$ cat src/verilog/bsc_pkg.sv
// constants and types shared by the pattern checker status and counter block
package bsc_pkg;
  localparam int unsigned ADDR_W       = 8;
  localparam int unsigned DATA_W       = 8;
  localparam int unsigned ERR_TALLY_W  = 24;
  localparam int unsigned BIT_TALLY_W  = 32;

  // register offsets
  localparam logic [7:0] TX_ERR_CTRL_ADDR   = 8'hE8;
  localparam logic [7:0] STATUS_ADDR        = 8'hEC;
  localparam logic [7:0] STATUS_LATCH_ADDR  = 8'hEE;
  localparam logic [7:0] IRQ_ENABLE_ADDR    = 8'hF0;
  localparam logic [7:0] ERR_TALLY_B0_ADDR  = 8'hF4;
  localparam logic [7:0] ERR_TALLY_B1_ADDR  = 8'hF5;
  localparam logic [7:0] ERR_TALLY_B2_ADDR  = 8'hF6;
  localparam logic [7:0] BIT_TALLY_B0_ADDR  = 8'hF8;
  localparam logic [7:0] BIT_TALLY_B1_ADDR  = 8'hF9;
  localparam logic [7:0] BIT_TALLY_B2_ADDR  = 8'hFA;
  localparam logic [7:0] BIT_TALLY_B3_ADDR  = 8'hFB;

  // transmit error control fields
  localparam int unsigned TRIG_BIT       = 1;
  localparam int unsigned INS_EN_BIT     = 2;
  localparam logic [7:0]  TX_CTRL_WMASK  = 8'h3E;

  // status and latched status field positions
  localparam int unsigned ST_LOCK_BIT    = 0;
  localparam int unsigned ST_NZ_BIT      = 1;
  localparam int unsigned ST_ERR_BIT     = 2;
  localparam int unsigned ST_UPD_BIT     = 3;
  localparam logic [3:0]  STATUS_RESET   = 4'h0;
  localparam logic [7:0]  REG_RESET      = 8'h00;

  // lock checker figures
  localparam int unsigned WINDOW_BITS    = 64;
  localparam int unsigned DROP_MISMATCH  = 6;
  localparam int unsigned LOCK_MATCHES   = 32;

  typedef enum logic [1:0] {
    BSC_HUNT = 2'b01,
    BSC_SYNC = 2'b10
  } bsc_lock_state_t;
endpackage

$ cat src/verilog/bsc_lock_checker.sv
// receive compare: lock acquisition, windowed loss of lock, error pulse
`timescale 1ns/100ps
module bsc_lock_checker
  import bsc_pkg::*;
(
  input  wire logic clk_in,
  input  wire logic resetn_in,
  input  wire logic bit_valid_in,
  input  wire logic rx_data_in,
  input  wire logic ref_bit_in,
  input  wire logic resync_in,
  input  wire logic auto_resync_disable_in,
  output logic      out_of_lock_out,
  output logic      bit_error_out
);
  localparam logic [5:0] WIN_LAST  = 6'(WINDOW_BITS - 1);
  localparam logic [2:0] DROP_CNT  = 3'(DROP_MISMATCH);
  localparam logic [5:0] LOCK_CNT  = 6'(LOCK_MATCHES);

  bsc_lock_state_t state_q;
  logic [5:0]      win_pos_q;
  logic [2:0]      miss_q;
  logic [5:0]      run_q;
  logic            mismatch;
  logic            drop;

  assign mismatch = bit_valid_in && (rx_data_in != ref_bit_in);
  assign drop = !auto_resync_disable_in && mismatch && (miss_q >= DROP_CNT - 3'(1));

  always_ff @(posedge clk_in) begin
    if (!resetn_in) begin
      state_q <= BSC_HUNT;
    end else begin
      case (state_q)
        BSC_HUNT: begin
          if (!resync_in && bit_valid_in && !mismatch && (run_q == LOCK_CNT - 6'(1))) begin
            state_q <= BSC_SYNC;
          end
        end
        BSC_SYNC: begin
          if (resync_in || (state_q == BSC_SYNC && drop)) begin
            state_q <= BSC_HUNT;
          end
        end
        default: state_q <= BSC_HUNT;
      endcase
    end
  end

  // run of matching bits while hunting
  always_ff @(posedge clk_in) begin
    if (!resetn_in || resync_in || state_q == BSC_SYNC) begin
      run_q <= '0;
    end else if (bit_valid_in) begin
      run_q <= mismatch ? 6'h00 : run_q + 6'(1);
    end
  end

  // miss count within the current 64-bit window
  always_ff @(posedge clk_in) begin
    if (!resetn_in || state_q != BSC_SYNC || resync_in) begin
      win_pos_q <= '0;
      miss_q    <= '0;
    end else if (bit_valid_in) begin
      win_pos_q <= win_pos_q + 6'(1);
      if (win_pos_q == WIN_LAST) begin
        miss_q <= '0;
      end else if (mismatch && miss_q != DROP_CNT) begin
        miss_q <= miss_q + 3'(1);
      end
    end
  end

  assign out_of_lock_out = (state_q != BSC_SYNC);
  assign bit_error_out   = mismatch && (state_q == BSC_SYNC);
endmodule // bsc_lock_checker

$ cat src/verilog/bsc_sat_counter.sv
// saturating counter with a clear that still honours a same-cycle increment
`timescale 1ns/100ps
module bsc_sat_counter #(
  parameter int unsigned W = 24
) (
  input  wire logic         clk_in,
  input  wire logic         resetn_in,
  input  wire logic         clear_in,
  input  wire logic         inc_in,
  output logic [W-1:0]      count_out
);
  logic [W-1:0] count_q;

  always_ff @(posedge clk_in) begin
    if (!resetn_in) begin
      count_q <= '0;
    end else if (clear_in) begin
      // snapshot takes the old count; this cycle's event opens the new one
      count_q <= inc_in ? W'(1) : '0;
    end else if (inc_in && (count_q != {W{1'b1}})) begin
      count_q <= count_q + W'(1);
    end
  end

  assign count_out = count_q;
endmodule // bsc_sat_counter

$ cat src/verilog/bsc_top.sv
// pattern checker status, latched flags, irq enables, tallies, single error insert
`timescale 1ns/100ps

module bsc_top
  import bsc_pkg::*;
(
  input  wire logic              clk_in,
  input  wire logic              resetn_in,
  // host register port
  input  wire logic [ADDR_W-1:0] addr_in,
  input  wire logic [DATA_W-1:0] wdata_in,
  input  wire logic              wr_in,
  input  wire logic              rd_in,
  output logic      [DATA_W-1:0] rdata_out,
  // control bits held outside this block
  input  wire logic              manual_insert_mode_select_in,
  input  wire logic              auto_resync_disable_in,
  input  wire logic              local_update_request_in,
  input  wire logic              update_source_select_in,
  input  wire logic              external_update_request_in,
  input  wire logic              resync_in,
  // receive stream
  input  wire logic              rx_bit_valid_in,
  input  wire logic              rx_data_in,
  input  wire logic              rx_ref_bit_in,
  // transmit stream and interrupt
  input  wire logic              tx_bit_valid_in,
  input  wire logic              tx_data_in,
  output logic                   tx_bit_valid_out,
  output logic                   tx_data_out,
  output logic                   irq_out
);

  // registers
  logic [7:0]             tx_ctrl_q;
  logic [3:0]             latched_q;
  logic [3:0]             irq_en_q;
  logic [ERR_TALLY_W-1:0] err_snap_q;
  logic [BIT_TALLY_W-1:0] bit_snap_q;
  logic                   update_done_q;
  logic                   snap_pend_q;
  logic                   req_prev_q;
  logic                   ext_req_meta_q;
  logic                   ext_req_sync_q;
  logic                   insert_pend_q;
  logic                   lock_prev_q;
  logic                   nz_prev_q;
  logic                   done_prev_q;
  logic [DATA_W-1:0]      rdata_q;
  logic                   tx_valid_q;
  logic                   tx_data_q;

  // combinational
  logic [ERR_TALLY_W-1:0] err_live;
  logic [BIT_TALLY_W-1:0] bit_live;
  logic                   out_of_lock;
  logic                   bit_error;
  logic                   update_req;
  logic                   update_done;
  logic                   req_rise;
  logic                   nonzero_error_flag;
  logic [3:0]             status;
  logic [3:0]             latch_set;
  logic [3:0]             latch_clr;
  logic                   trig_edge;
  logic                   trig_allowed;
  logic                   trig_rise;
  logic                   wr_tx_ctrl;
  logic [7:0]             tx_ctrl_wr;
  logic [DATA_W-1:0]      rd_mux;

  // select byte k of a wide tally
  function automatic logic [7:0] tally_byte(input logic [BIT_TALLY_W-1:0] v,
                                            input int unsigned k);
    tally_byte = v[k*8 +: 8];
  endfunction

  // register hit test
  function automatic logic hit(input logic [ADDR_W-1:0] a, input logic [7:0] target);
    hit = (a == target);
  endfunction

  bsc_lock_checker u_lock (
    .clk_in                 (clk_in),
    .resetn_in              (resetn_in),
    .bit_valid_in           (rx_bit_valid_in),
    .rx_data_in             (rx_data_in),
    .ref_bit_in             (rx_ref_bit_in),
    .resync_in              (resync_in),
    .auto_resync_disable_in (auto_resync_disable_in),
    .out_of_lock_out        (out_of_lock),
    .bit_error_out          (bit_error)
  );

  // saturating error tally, held while unlocked
  bsc_sat_counter #(.W(ERR_TALLY_W)) u_err_tally (
    .clk_in    (clk_in),
    .resetn_in (resetn_in),
    .clear_in  (snap_pend_q),
    .inc_in    (bit_error && !out_of_lock),
    .count_out (err_live)
  );

  // saturating bit tally, held while unlocked
  bsc_sat_counter #(.W(BIT_TALLY_W)) u_bit_tally (
    .clk_in    (clk_in),
    .resetn_in (resetn_in),
    .clear_in  (snap_pend_q),
    .inc_in    (rx_bit_valid_in && !out_of_lock),
    .count_out (bit_live)
  );

  // external update pin is asynchronous to clk_in
  always_ff @(posedge clk_in) begin
    if (!resetn_in) begin
      ext_req_meta_q <= 1'b0;
      ext_req_sync_q <= 1'b0;
    end else begin
      ext_req_meta_q <= external_update_request_in;
      ext_req_sync_q <= ext_req_meta_q;
    end
  end

  // selected request; the pin path lags two cycles
  assign update_req = update_source_select_in ? ext_req_sync_q : local_update_request_in;
  assign req_rise   = update_req && !req_prev_q;

  // request low forces the flag low at once
  assign update_done = update_done_q && update_req;

  // request edge history
  always_ff @(posedge clk_in) begin
    if (!resetn_in) begin
      req_prev_q  <= 1'b0;
      snap_pend_q <= 1'b0;
    end else begin
      req_prev_q  <= update_req;
      snap_pend_q <= req_rise;
    end
  end

  // snapshot: request rise copies live tallies one cycle later
  always_ff @(posedge clk_in) begin
    if (!resetn_in) begin
      err_snap_q <= '0;
      bit_snap_q <= '0;
    end else if (snap_pend_q) begin
      err_snap_q <= err_live;
      bit_snap_q <= bit_live;
    end
  end

  // update done flag
  always_ff @(posedge clk_in) begin
    if (!resetn_in) begin
      update_done_q <= 1'b0;
    end else if (!update_req) begin
      update_done_q <= 1'b0;
    end else if (snap_pend_q) begin
      update_done_q <= 1'b1;
    end
  end

  // nonzero follows the live error tally
  assign nonzero_error_flag = (err_live != '0);

  always_comb begin
    status               = STATUS_RESET;
    status[ST_LOCK_BIT]  = out_of_lock;
    status[ST_NZ_BIT]    = nonzero_error_flag;
    // done, gated by the live request
    status[ST_UPD_BIT]   = update_done;
  end

  // edge history; lock starts high so reset gives no false change
  always_ff @(posedge clk_in) begin
    if (!resetn_in) begin
      lock_prev_q <= 1'b1;
      nz_prev_q   <= 1'b0;
      done_prev_q <= 1'b0;
    end else begin
      lock_prev_q <= out_of_lock;
      nz_prev_q   <= nonzero_error_flag;
      done_prev_q <= update_done;
    end
  end

  always_comb begin
    latch_set              = 4'h0;
    latch_set[ST_UPD_BIT]  = update_done && !done_prev_q;
    latch_set[ST_ERR_BIT]  = bit_error;
    latch_set[ST_NZ_BIT]   = nonzero_error_flag && !nz_prev_q;
    latch_set[ST_LOCK_BIT] = out_of_lock != lock_prev_q;
  end

  // write one to a latched bit clears it
  assign latch_clr = (wr_in && hit(addr_in, STATUS_LATCH_ADDR)) ? wdata_in[3:0] : 4'h0;

  // write one clears, new event wins
  always_ff @(posedge clk_in) begin
    if (!resetn_in) begin
      latched_q <= STATUS_RESET;
    end else begin
      latched_q <= (latched_q & ~latch_clr) | latch_set;
    end
  end

  // irq enables: plain read and write, upper bits read zero
  always_ff @(posedge clk_in) begin
    if (!resetn_in) begin
      irq_en_q <= STATUS_RESET;
    end else if (wr_in && hit(addr_in, IRQ_ENABLE_ADDR)) begin
      irq_en_q <= wdata_in[3:0];
    end
  end

  assign irq_out = |(latched_q & irq_en_q);

  // unused bit zero is never stored
  assign wr_tx_ctrl = wr_in && hit(addr_in, TX_ERR_CTRL_ADDR);
  assign tx_ctrl_wr = wdata_in & TX_CTRL_WMASK;

  always_ff @(posedge clk_in) begin
    if (!resetn_in) begin
      tx_ctrl_q <= REG_RESET;
    end else if (wr_tx_ctrl) begin
      tx_ctrl_q <= tx_ctrl_wr;
    end
  end

  // insertion gated by enable and mode
  assign trig_allowed = tx_ctrl_wr[INS_EN_BIT] && !manual_insert_mode_select_in;
  // zero to one of the trigger bit
  assign trig_edge    = wr_tx_ctrl && tx_ctrl_wr[TRIG_BIT] && !tx_ctrl_q[TRIG_BIT];
  assign trig_rise    = trig_edge && trig_allowed;

  // pending is one bit, extra rises merge
  always_ff @(posedge clk_in) begin
    if (!resetn_in) begin
      insert_pend_q <= 1'b0;
    end else if (trig_rise) begin
      insert_pend_q <= 1'b1;
    end else if (tx_bit_valid_in) begin
      insert_pend_q <= 1'b0;
    end
  end

  always_ff @(posedge clk_in) begin
    if (!resetn_in) begin
      tx_valid_q <= 1'b0;
    end else begin
      tx_valid_q <= tx_bit_valid_in;
    end
  end

  always_ff @(posedge clk_in) begin
    if (!resetn_in) begin
      tx_data_q <= 1'b0;
    end else if (tx_bit_valid_in) begin
      tx_data_q <= tx_data_in ^ insert_pend_q;
    end
  end

  assign tx_bit_valid_out = tx_valid_q;
  assign tx_data_out      = tx_data_q;

  // byte lanes, LSB at lowest offset
  always_comb begin
    rd_mux = REG_RESET;
    if (hit(addr_in, TX_ERR_CTRL_ADDR)) begin
      rd_mux = tx_ctrl_q;
    end else if (hit(addr_in, STATUS_ADDR)) begin
      rd_mux = {4'h0, status};
    end else if (hit(addr_in, STATUS_LATCH_ADDR)) begin
      rd_mux = {4'h0, latched_q};
    end else if (hit(addr_in, IRQ_ENABLE_ADDR)) begin
      rd_mux = {4'h0, irq_en_q};
    end else if (hit(addr_in, ERR_TALLY_B0_ADDR)) begin
      rd_mux = tally_byte(BIT_TALLY_W'(err_snap_q), 0);
    end else if (hit(addr_in, ERR_TALLY_B1_ADDR)) begin
      rd_mux = tally_byte(BIT_TALLY_W'(err_snap_q), 1);
    end else if (hit(addr_in, ERR_TALLY_B2_ADDR)) begin
      rd_mux = tally_byte(BIT_TALLY_W'(err_snap_q), 2);
    end else if (hit(addr_in, BIT_TALLY_B0_ADDR)) begin
      rd_mux = tally_byte(bit_snap_q, 0);
    end else if (hit(addr_in, BIT_TALLY_B1_ADDR)) begin
      rd_mux = tally_byte(bit_snap_q, 1);
    end else if (hit(addr_in, BIT_TALLY_B2_ADDR)) begin
      rd_mux = tally_byte(bit_snap_q, 2);
    end else if (hit(addr_in, BIT_TALLY_B3_ADDR)) begin
      rd_mux = tally_byte(bit_snap_q, 3);
    end
  end

  // read data held until the next read; unmapped reads give zero
  always_ff @(posedge clk_in) begin
    if (!resetn_in) begin
      rdata_q <= REG_RESET;
    end else if (rd_in) begin
      rdata_q <= rd_mux;
    end
  end

  assign rdata_out = rdata_q;
endmodule // bsc_top
$ cat config.mk
export PLATFORM = sky130hd
export DESIGN_NAME = bsc_top
export DESIGN_NICKNAME = d
export VERILOG_FILES = /design/src/verilog/bsc_pkg.sv /design/src/verilog/bsc_lock_checker.sv /design/src/verilog/bsc_sat_counter.sv /design/src/verilog/bsc_top.sv
export SDC_FILE = /design/constraint.sdc
export NUM_CORES = 1
export LEC_CHECK = 0
export BUFFER_PORTS_ARGS = -buffer_cell sky130_fd_sc_hd__buf_2
export CAP_MARGIN = 20
export CORE_ASPECT_RATIO = 1.4
export CORE_MARGIN = 2
export CORE_UTILIZATION = 55
export DETAILED_ROUTE_END_ITERATION = 12
export GPL_ROUTABILITY_DRIVEN = 0
export PLACE_DENSITY = 0.73
export SLEW_MARGIN = 20
export SYNTH_ARGS = -nofsm -noshare
export SYNTH_HDL_FRONTEND = slang
export SYNTH_HIERARCHICAL = 1
export SYNTH_SLANG_ARGS = --single-unit
export TNS_END_PERCENT = 100
$ cat constraint.sdc
create_clock -name clk_in -period 3 [get_ports clk_in]
set_input_delay 0.3 -clock clk_in [delete_from_list [all_inputs] [get_ports clk_in]]
set_output_delay 0.3 -clock clk_in [all_outputs]
set_load 0.05 [all_outputs]
==> results of run 1 <==
[sequential cells by signal, summed over array words and instances (netlist names), 2 cells and up]
name and cells:
err_snap_q 24, u_err_tally/count_out 24, u_lock/miss_q 3, bit_snap_q 32, u_bit_tally/count_out 32, latched_q 4, tx_ctrl_q 5, irq_en_q 4
u_lock/run_q 6, u_lock/win_pos_q 6, u_lock/state_q 2, rdata_out 8
[report_power, final]
part           switching, mW  internal, mW
Clock                  0.931          1.18
Sequential            0.0129          2.14
Combinational          0.128        0.0812
Total                   1.07          3.40
[worst paths after layout]
| check | startpoint | to | slack, ps | depth (start not counted) |
|---|---|---|---|---|
| setup reg to reg | u_lock/state_q[1] | u_err_tally/count_out[19] | 330 | 8 |
| hold / removal | external_update_request_in | ext_req_meta_q | 80 | 2 |
| setup / recovery | u_lock/state_q[1] | u_err_tally/count_out[19] | 330 | 8 |
| hold reg to reg | req_prev_q | snap_pend_q | 380 | 1 |
[per-stage QoR]
stage / hold WS, ps / cell area (um2) / total power [mW]
2_1_floorplan: 367.4 / 8031 / 2.348
3_3_place_gp: 362.6 / 8399 / 2.411
3_5_place_dp: 375.5 / 8399 / 2.412
4_1_cts: 76.55 / 8970 / 4.510
5_1_grt: 81.23 / 8970 / 4.620
6_report: 81.57 / 8970 / 4.476
[critical path, delay by kind of cell, from the launching register on]
kind	cells	cell delay [ps]
AND/OR/NAND/NOR	6	1910
flip-flops	1	360
AO/OA/AOI/OAI	2	320
[placed cells by master, fill, tap and decap left out, types with 8 or more instances in the layout]
master     instances
dfxtp_1          160
nand2_1           78
nor2b_1           68
mux2i_1           62
nor2_1            45
buf_2             39
o21ai_0           38
a21oi_1           35
nand3_1           33
nand4_1           23
or3_1             22
buf_4             20
inv_1             18
xor2_1            18
o211ai_1          17
clkbuf_16         17
a21boi_0          16
nor4_1            13
and4_1            12
and3_1            12
and2_1            11
or4_1             11
o21a_1             9
xnor2_1            9
a31oi_1            9
o21ai_1            9
nand2b_1           8
[metal layers]
layer	part of all wire (%)	vias up	wire, um	track usage, %
li1	-	3311	-	-
met1	42	3217	7942	29.75
met2	53	148	10020	46.47
met3	3.7	33	698	4.658
met4	2.2	0	424	9.868
met5	0	-	0	0
[cells by family (layout without fill, tap and decap cells)]
kind of cell,after synthesis,after routing,synth area share [%]
AOI/OAI and AO/OA,179,179,14.99
xor gates and xnor gates,27,27,2.944
adders and majority gates,7,7,1.090
buffers and inverters,63,109,3.552
DFF,161,161,40.13
muxes,73,73,10.39
and+or+nand+nor,373,373,26.90
[layout make-up]
type                            count  area (um2)
Fill cell                        1297        5409
Multi-Input combinational cell    659        4523
Sequential cell                   161        3227
Clock buffer                       19       442.9
Timing Repair Buffer               59       345.3
Tap cell                          189       236.5
Clock inverter                     13       127.6
Inverter                           18       67.56
==> metrics.md, run 1 <==
| Metric | Value |
|---|---|
| Crit path launch type | `register` |
| Post-Layout Cell Count | `1,118` |
| Via density | `6.001` |
| CP Data Arrival Time | `3030 ps` |
| Estimated wirelength of the detail-placed design | `13.68 mm` |
| Starting Density | `55.86%` |
| Required time worst endpoint | `3360 ps` |
| Cell area power density | `499.1 mW/mm2` |
| RSZ-0062 raised after global routing | `no` |
| H-tree levels | `4` |
| Routed WL | `19.09 mm` |
| # placed instances | `1,086` |
| First-pass DRT Iterations | `4` |
| Post-synthesis sequential area ratio | `40.13%` |
| Mapped Nets | `921` |
| Final period util | `88.89%` |
| Core Region | `0.01438 mm2` |
| P_leak | `3.050 nW` |
| Clock buffer depth | `2` |
| Max-slew violation count | `0` |
| Critical Path Sink Type | `register` |
| GRT overflow | `0` |
| Area Growth Syn to Fin | `11.68%` |
| Antenna cells | `0` |
| CP cell instances | `or2b_1, nor2_1, nor2b_1, nand4_1, nor4_2, o21ai_2, or3_1, a21oi_1` |
| Post-synth top area cell | `dfxtp_1` |
| Post-Syn Area | `0.008031 mm2` |
| First-pass GRT wire length | `32.24 mm` |
| DIE AREA | `0.01560 mm2` |
| CTS tree | `yes` |
| Clock transition at the registers of the reported paths | `70 ps` |
| Area contributors post-synth | `dfxtp_1, mux2i_1, nor2b_1` |
| I/O pin total | `42` |
| Antenna-violating nets left | `0` |
| 1st-iter DRT viols | `368` |
| Count leader, synth | `dfxtp_1` |
| Routed WL per cell | `17.07 um` |
| CP max stage cell | `nor2b_1` |
| Die X | `106.1 um` |
| Synth top area share | `40.13%` |
| Max Cap Violations | `0` |
| Number of enable flip-flop cells after synthesis | `0` |
| Post-cts hold buffer count | `0` |
| Setup WS pre-CTS | `252.1 ps` |
| Layout Nets | `954` |
| Avg Inst Size Synth | `9.096 um2` |
| Gate Count Post-Synth | `883` |
| Row count | `52` |
| Outcome | `finished, final reports clean` |
| Sink Count | `161` |
| Synth warnings | `6` |
| Headroom to the max-slew limit | `43.52%` |
| Final worst slack | `333.2 ps` |
| Leading post-synthesis cells by instance count | `dfxtp_1, nand2_1, nor2b_1` |
| Post-synth ARST share | `0%` |
| Final core occ | `62.38%` |
| Die height | `147.0 um` |
| Total track usage | `25.68%` |
| Residual DRC | `0` |
| Hold Fails Final Rpt | `0` |
| Fmax | `375.0 MHz` |
| Largest net degree at the start of global routing | `37` |
| Hold Crit Class | `input port to register` |
| Post-CTS Resized | `0` |
| Period minus WS final | `2667 ps` |
| Max Clock Skew | `6.576 ps` |
| Total CTS buffers | `17` |
| Initial antenna violation count | `0` |
| IO Port Bufs | `39` |
| Netlist cell types | `78` |
| Share of layout cells above drive strength 1 | `12.70%` |
| Critical Path Max Stage Delay | `390 ps` |
| Top FF cell, synth | `dfxtp_1` |
| Slew at the pin closest to its max-slew limit | `840.8 ps` |
| Post-CTS Setup Bufs | `0` |
| Peak supply drop | `0.0002738 V` |
| Final setup viols | `0` |
| Worst-Skew Late Latency | `430 ps` |
| Detailed-route via count | `6,709` |
| Fin Setup TNS | `0 ps` |
| CP Class | `register to register` |
| Root Buffer | `clkbuf_16` |
| Vias in the first global route | `6,643` |
| Max FO, Critical Path | `10` |
| Yosys reg bits | `161` |
No activity file was read; power rests on OpenSTA's default activity.
==> run 2, diff against run 1 <==
Settings changed: CTS_BUF_LIST set to sky130_fd_sc_hd__clkbuf_4 sky130_fd_sc_hd__clkbuf_8.
==> run 2 against run 1 <==
Against the previous run: cell count unchanged; maximum frequency increased by 0.56%; largest power group unchanged; sequential share of layout area is 0.77 points higher; clock power fell by 26%; via count shrank 0.40%; largest cell class unchanged; wire length about the same; first-iteration DRC count up 1.9%; highest routed layer unchanged; utilization decreased by 1.3 points; count of clock-buffer cells in the layout unchanged; global-route usage is essentially flat.
==> metrics.md, run 2 (synthesis results as in run 1) <==
| Metric | Value |
|---|---|
| Cell area power density | `446.7 mW/mm2 (-10%)` |
| Global Route met1 Usage | `29.77% (about the same)` |
| Root Buffer | `clkbuf_8` |
| Total CTS buffers | `17 (unchanged)` |
| Largest net degree at the start of global routing | `37 (unchanged)` |
| Worst-Skew Late Latency | `460 ps (+30 ps)` |
| Starting Density | `55.86% (unchanged)` |
| RSZ-0062 raised after global routing | `no` |
| Clock buffer depth | `2 (unchanged)` |
| Critical Path Max Stage Delay | `370 ps (-20 ps)` |
| Share of layout cells above drive strength 1 | `12.81% (+0.11 points)` |
| Hold Fails Final Rpt | `0 (unchanged)` |
| Die X | `106.1 um (unchanged)` |
| Most frequent cells in the layout | `dfxtp_1, nand2_1, nor2b_1` |
| Detailed-route via count | `6,682 (-0.40%)` |
| Row count | `52 (unchanged)` |
| Max FO, Critical Path | `10 (unchanged)` |
| Estimated wirelength of the detail-placed design | `13.68 mm (unchanged)` |
| Layout Nets | `954 (unchanged)` |
| Residual DRC | `0 (unchanged)` |
| Outcome | `finished, final reports clean` |
| Required time worst endpoint | `3390 ps (+30 ps)` |
| H-tree levels | `4 (unchanged)` |
| Max Cap Violations | `0 (unchanged)` |
| Sink Count | `161 (unchanged)` |
| CP max stage cell | `dfxtp_1` |
| Final setup viols | `0 (unchanged)` |
| CP Class | `register to register` |
| Met3 GRT Util | `4.259% (-0.40 points)` |
| GRT overflow | `0 (unchanged)` |
| Hold Crit Class | `input port to register` |
| 1st-iter DRT viols | `375 (+1.9%)` |
| I/O pin total | `42 (unchanged)` |
| Post-CTS Setup Bufs | `0 (unchanged)` |
| Most common cell after layout, fill and taps aside | `dfxtp_1` |
| Routed WL per cell | `17.07 um (about the same)` |
| Crit path launch type | `register` |
| DIE AREA | `0.01560 mm2 (unchanged)` |
| Post-cts hold buffer count | `0 (unchanged)` |
| CP Data Arrival Time | `3040 ps (about the same)` |
| Final period util | `88.40% (-0.49 points)` |
| First-pass DRT Iterations | `5 (+1)` |
| Antenna cells | `0 (unchanged)` |
| Headroom to the max-slew limit | `41.66% (-1.9 points)` |
| Max-slew violation count | `0 (unchanged)` |
| Layer with the highest usage | `met2` |
| Period minus WS final | `2652 ps (-14.85 ps)` |
| Crit-path leading delay family | `simple AND/OR/NAND/NOR gates` |
| Initial antenna violation count | `0 (unchanged)` |
| Max Clock Skew | `8.726 ps (+2.151 ps)` |
| Post-Layout Cell Count | `1,118 (unchanged)` |
| Total track usage | `25.70% (about the same)` |
| Peak supply drop | `0.0002813 V (+2.8%)` |
| Met2 usage | `46.09% (-0.38 points)` |
| Core Region | `0.01438 mm2 (unchanged)` |
| # placed instances | `1,086 (unchanged)` |
| Antenna-violating nets left | `0 (unchanged)` |
| Fmax | `377.1 MHz (+0.56%)` |
| First-pass GRT wire length | `32.15 mm (-0.25%)` |
| P_leak | `2.966 nW (-2.7%)` |
| Vias in the first global route | `6,556 (-1.3%)` |
| IO Port Bufs | `39 (unchanged)` |
| Fin Setup TNS | `0 ps (unchanged)` |
| Die height | `147.0 um (unchanged)` |
| Post-CTS Resized | `0 (unchanged)` |
| Slew at the pin closest to its max-slew limit | `868.5 ps (+27.68 ps)` |
| Via density | `5.977 (-0.40%)` |
| Routed WL | `19.09 mm (about the same)` |
| CP cell instances | `or2b_1, nor2_1, nor2b_1, nand4_1, nor4_2, o21ai_2, or3_1, a21oi_1` |
| Clock transition at the registers of the reported paths | `90 ps (+20 ps)` |
| CTS tree | `yes` |
| Critical Path Sink Type | `register` |
| Crit path buffers/inverters | `0 (unchanged)` |
| Area Growth Syn to Fin | `9.347%` |
run 2: changes by cell type in the layout (fill, tap and decap cells not counted):
cell / before / now
clkbuf_1: 1 / 0
clkbuf_4: 0 / 1
clkbuf_16: 17 / 0
clkbuf_8: 1 / 18
run 2: final timing paths:
kind | from | endpoint | slack [ps] | depth (start not counted)
worst max-delay path | u_lock/state_q[1] | u_err_tally/count_out[19] | 350 | 8
worst min-delay path | external_update_request_in | ext_req_meta_q | 50 | 2
worst min register to register | req_prev_q | snap_pend_q | 380 | 1
worst max register to register | u_lock/state_q[1] | u_err_tally/count_out[19] | 350 | 8
run 2: report_power, final:
part           switching [mW]  internal [mW]
Sequential             0.0131           2.14
Clock                   0.856          0.703
Combinational           0.128         0.0812
Total                   0.998           2.92
run 2: area by class of cell:
| cell class | instances | area [um2] |
|---|---|---|
| fillers | 1324 | 5597 |
| flip-flops and latches | 161 | 3227 |
| clock buffers | 19 | 255.2 |
| repair buffers | 59 | 345.3 |
| well taps | 189 | 236.5 |
| multi-input cells | 659 | 4523 |
| inverters | 18 | 67.56 |
| clock inverters | 13 | 127.6 |
run 2: metrics by stage:
step / hold slack, ps / utilization, % / power (mW) / setup WS (ps) / instance area, um2
2_1_floorplan: 367.4 / - / 2.348 / 715.6 / 8031
3_5_place_dp: 375.5 / 58.41 / 2.412 / 252.1 / 8399
6_report: 47.42 / 61.08 / 3.923 / 348.1 / 8782
5_1_grt: 28.12 / 61.08 / 4.075 / 180.5 / 8782
4_1_cts: 24.80 / 61.08 / 3.968 / 345.6 / 8782
3_3_place_gp: 362.6 / 58.41 / 2.411 / 297.0 / 8399
run 2: layer usage:
metal | vias to the layer above | wire length, um
met4 | 0 | 506
met5 | - | 0
met1 | 3166 | 7990
met3 | 42 | 686
li1 | 3311 | -
met2 | 163 | 9904
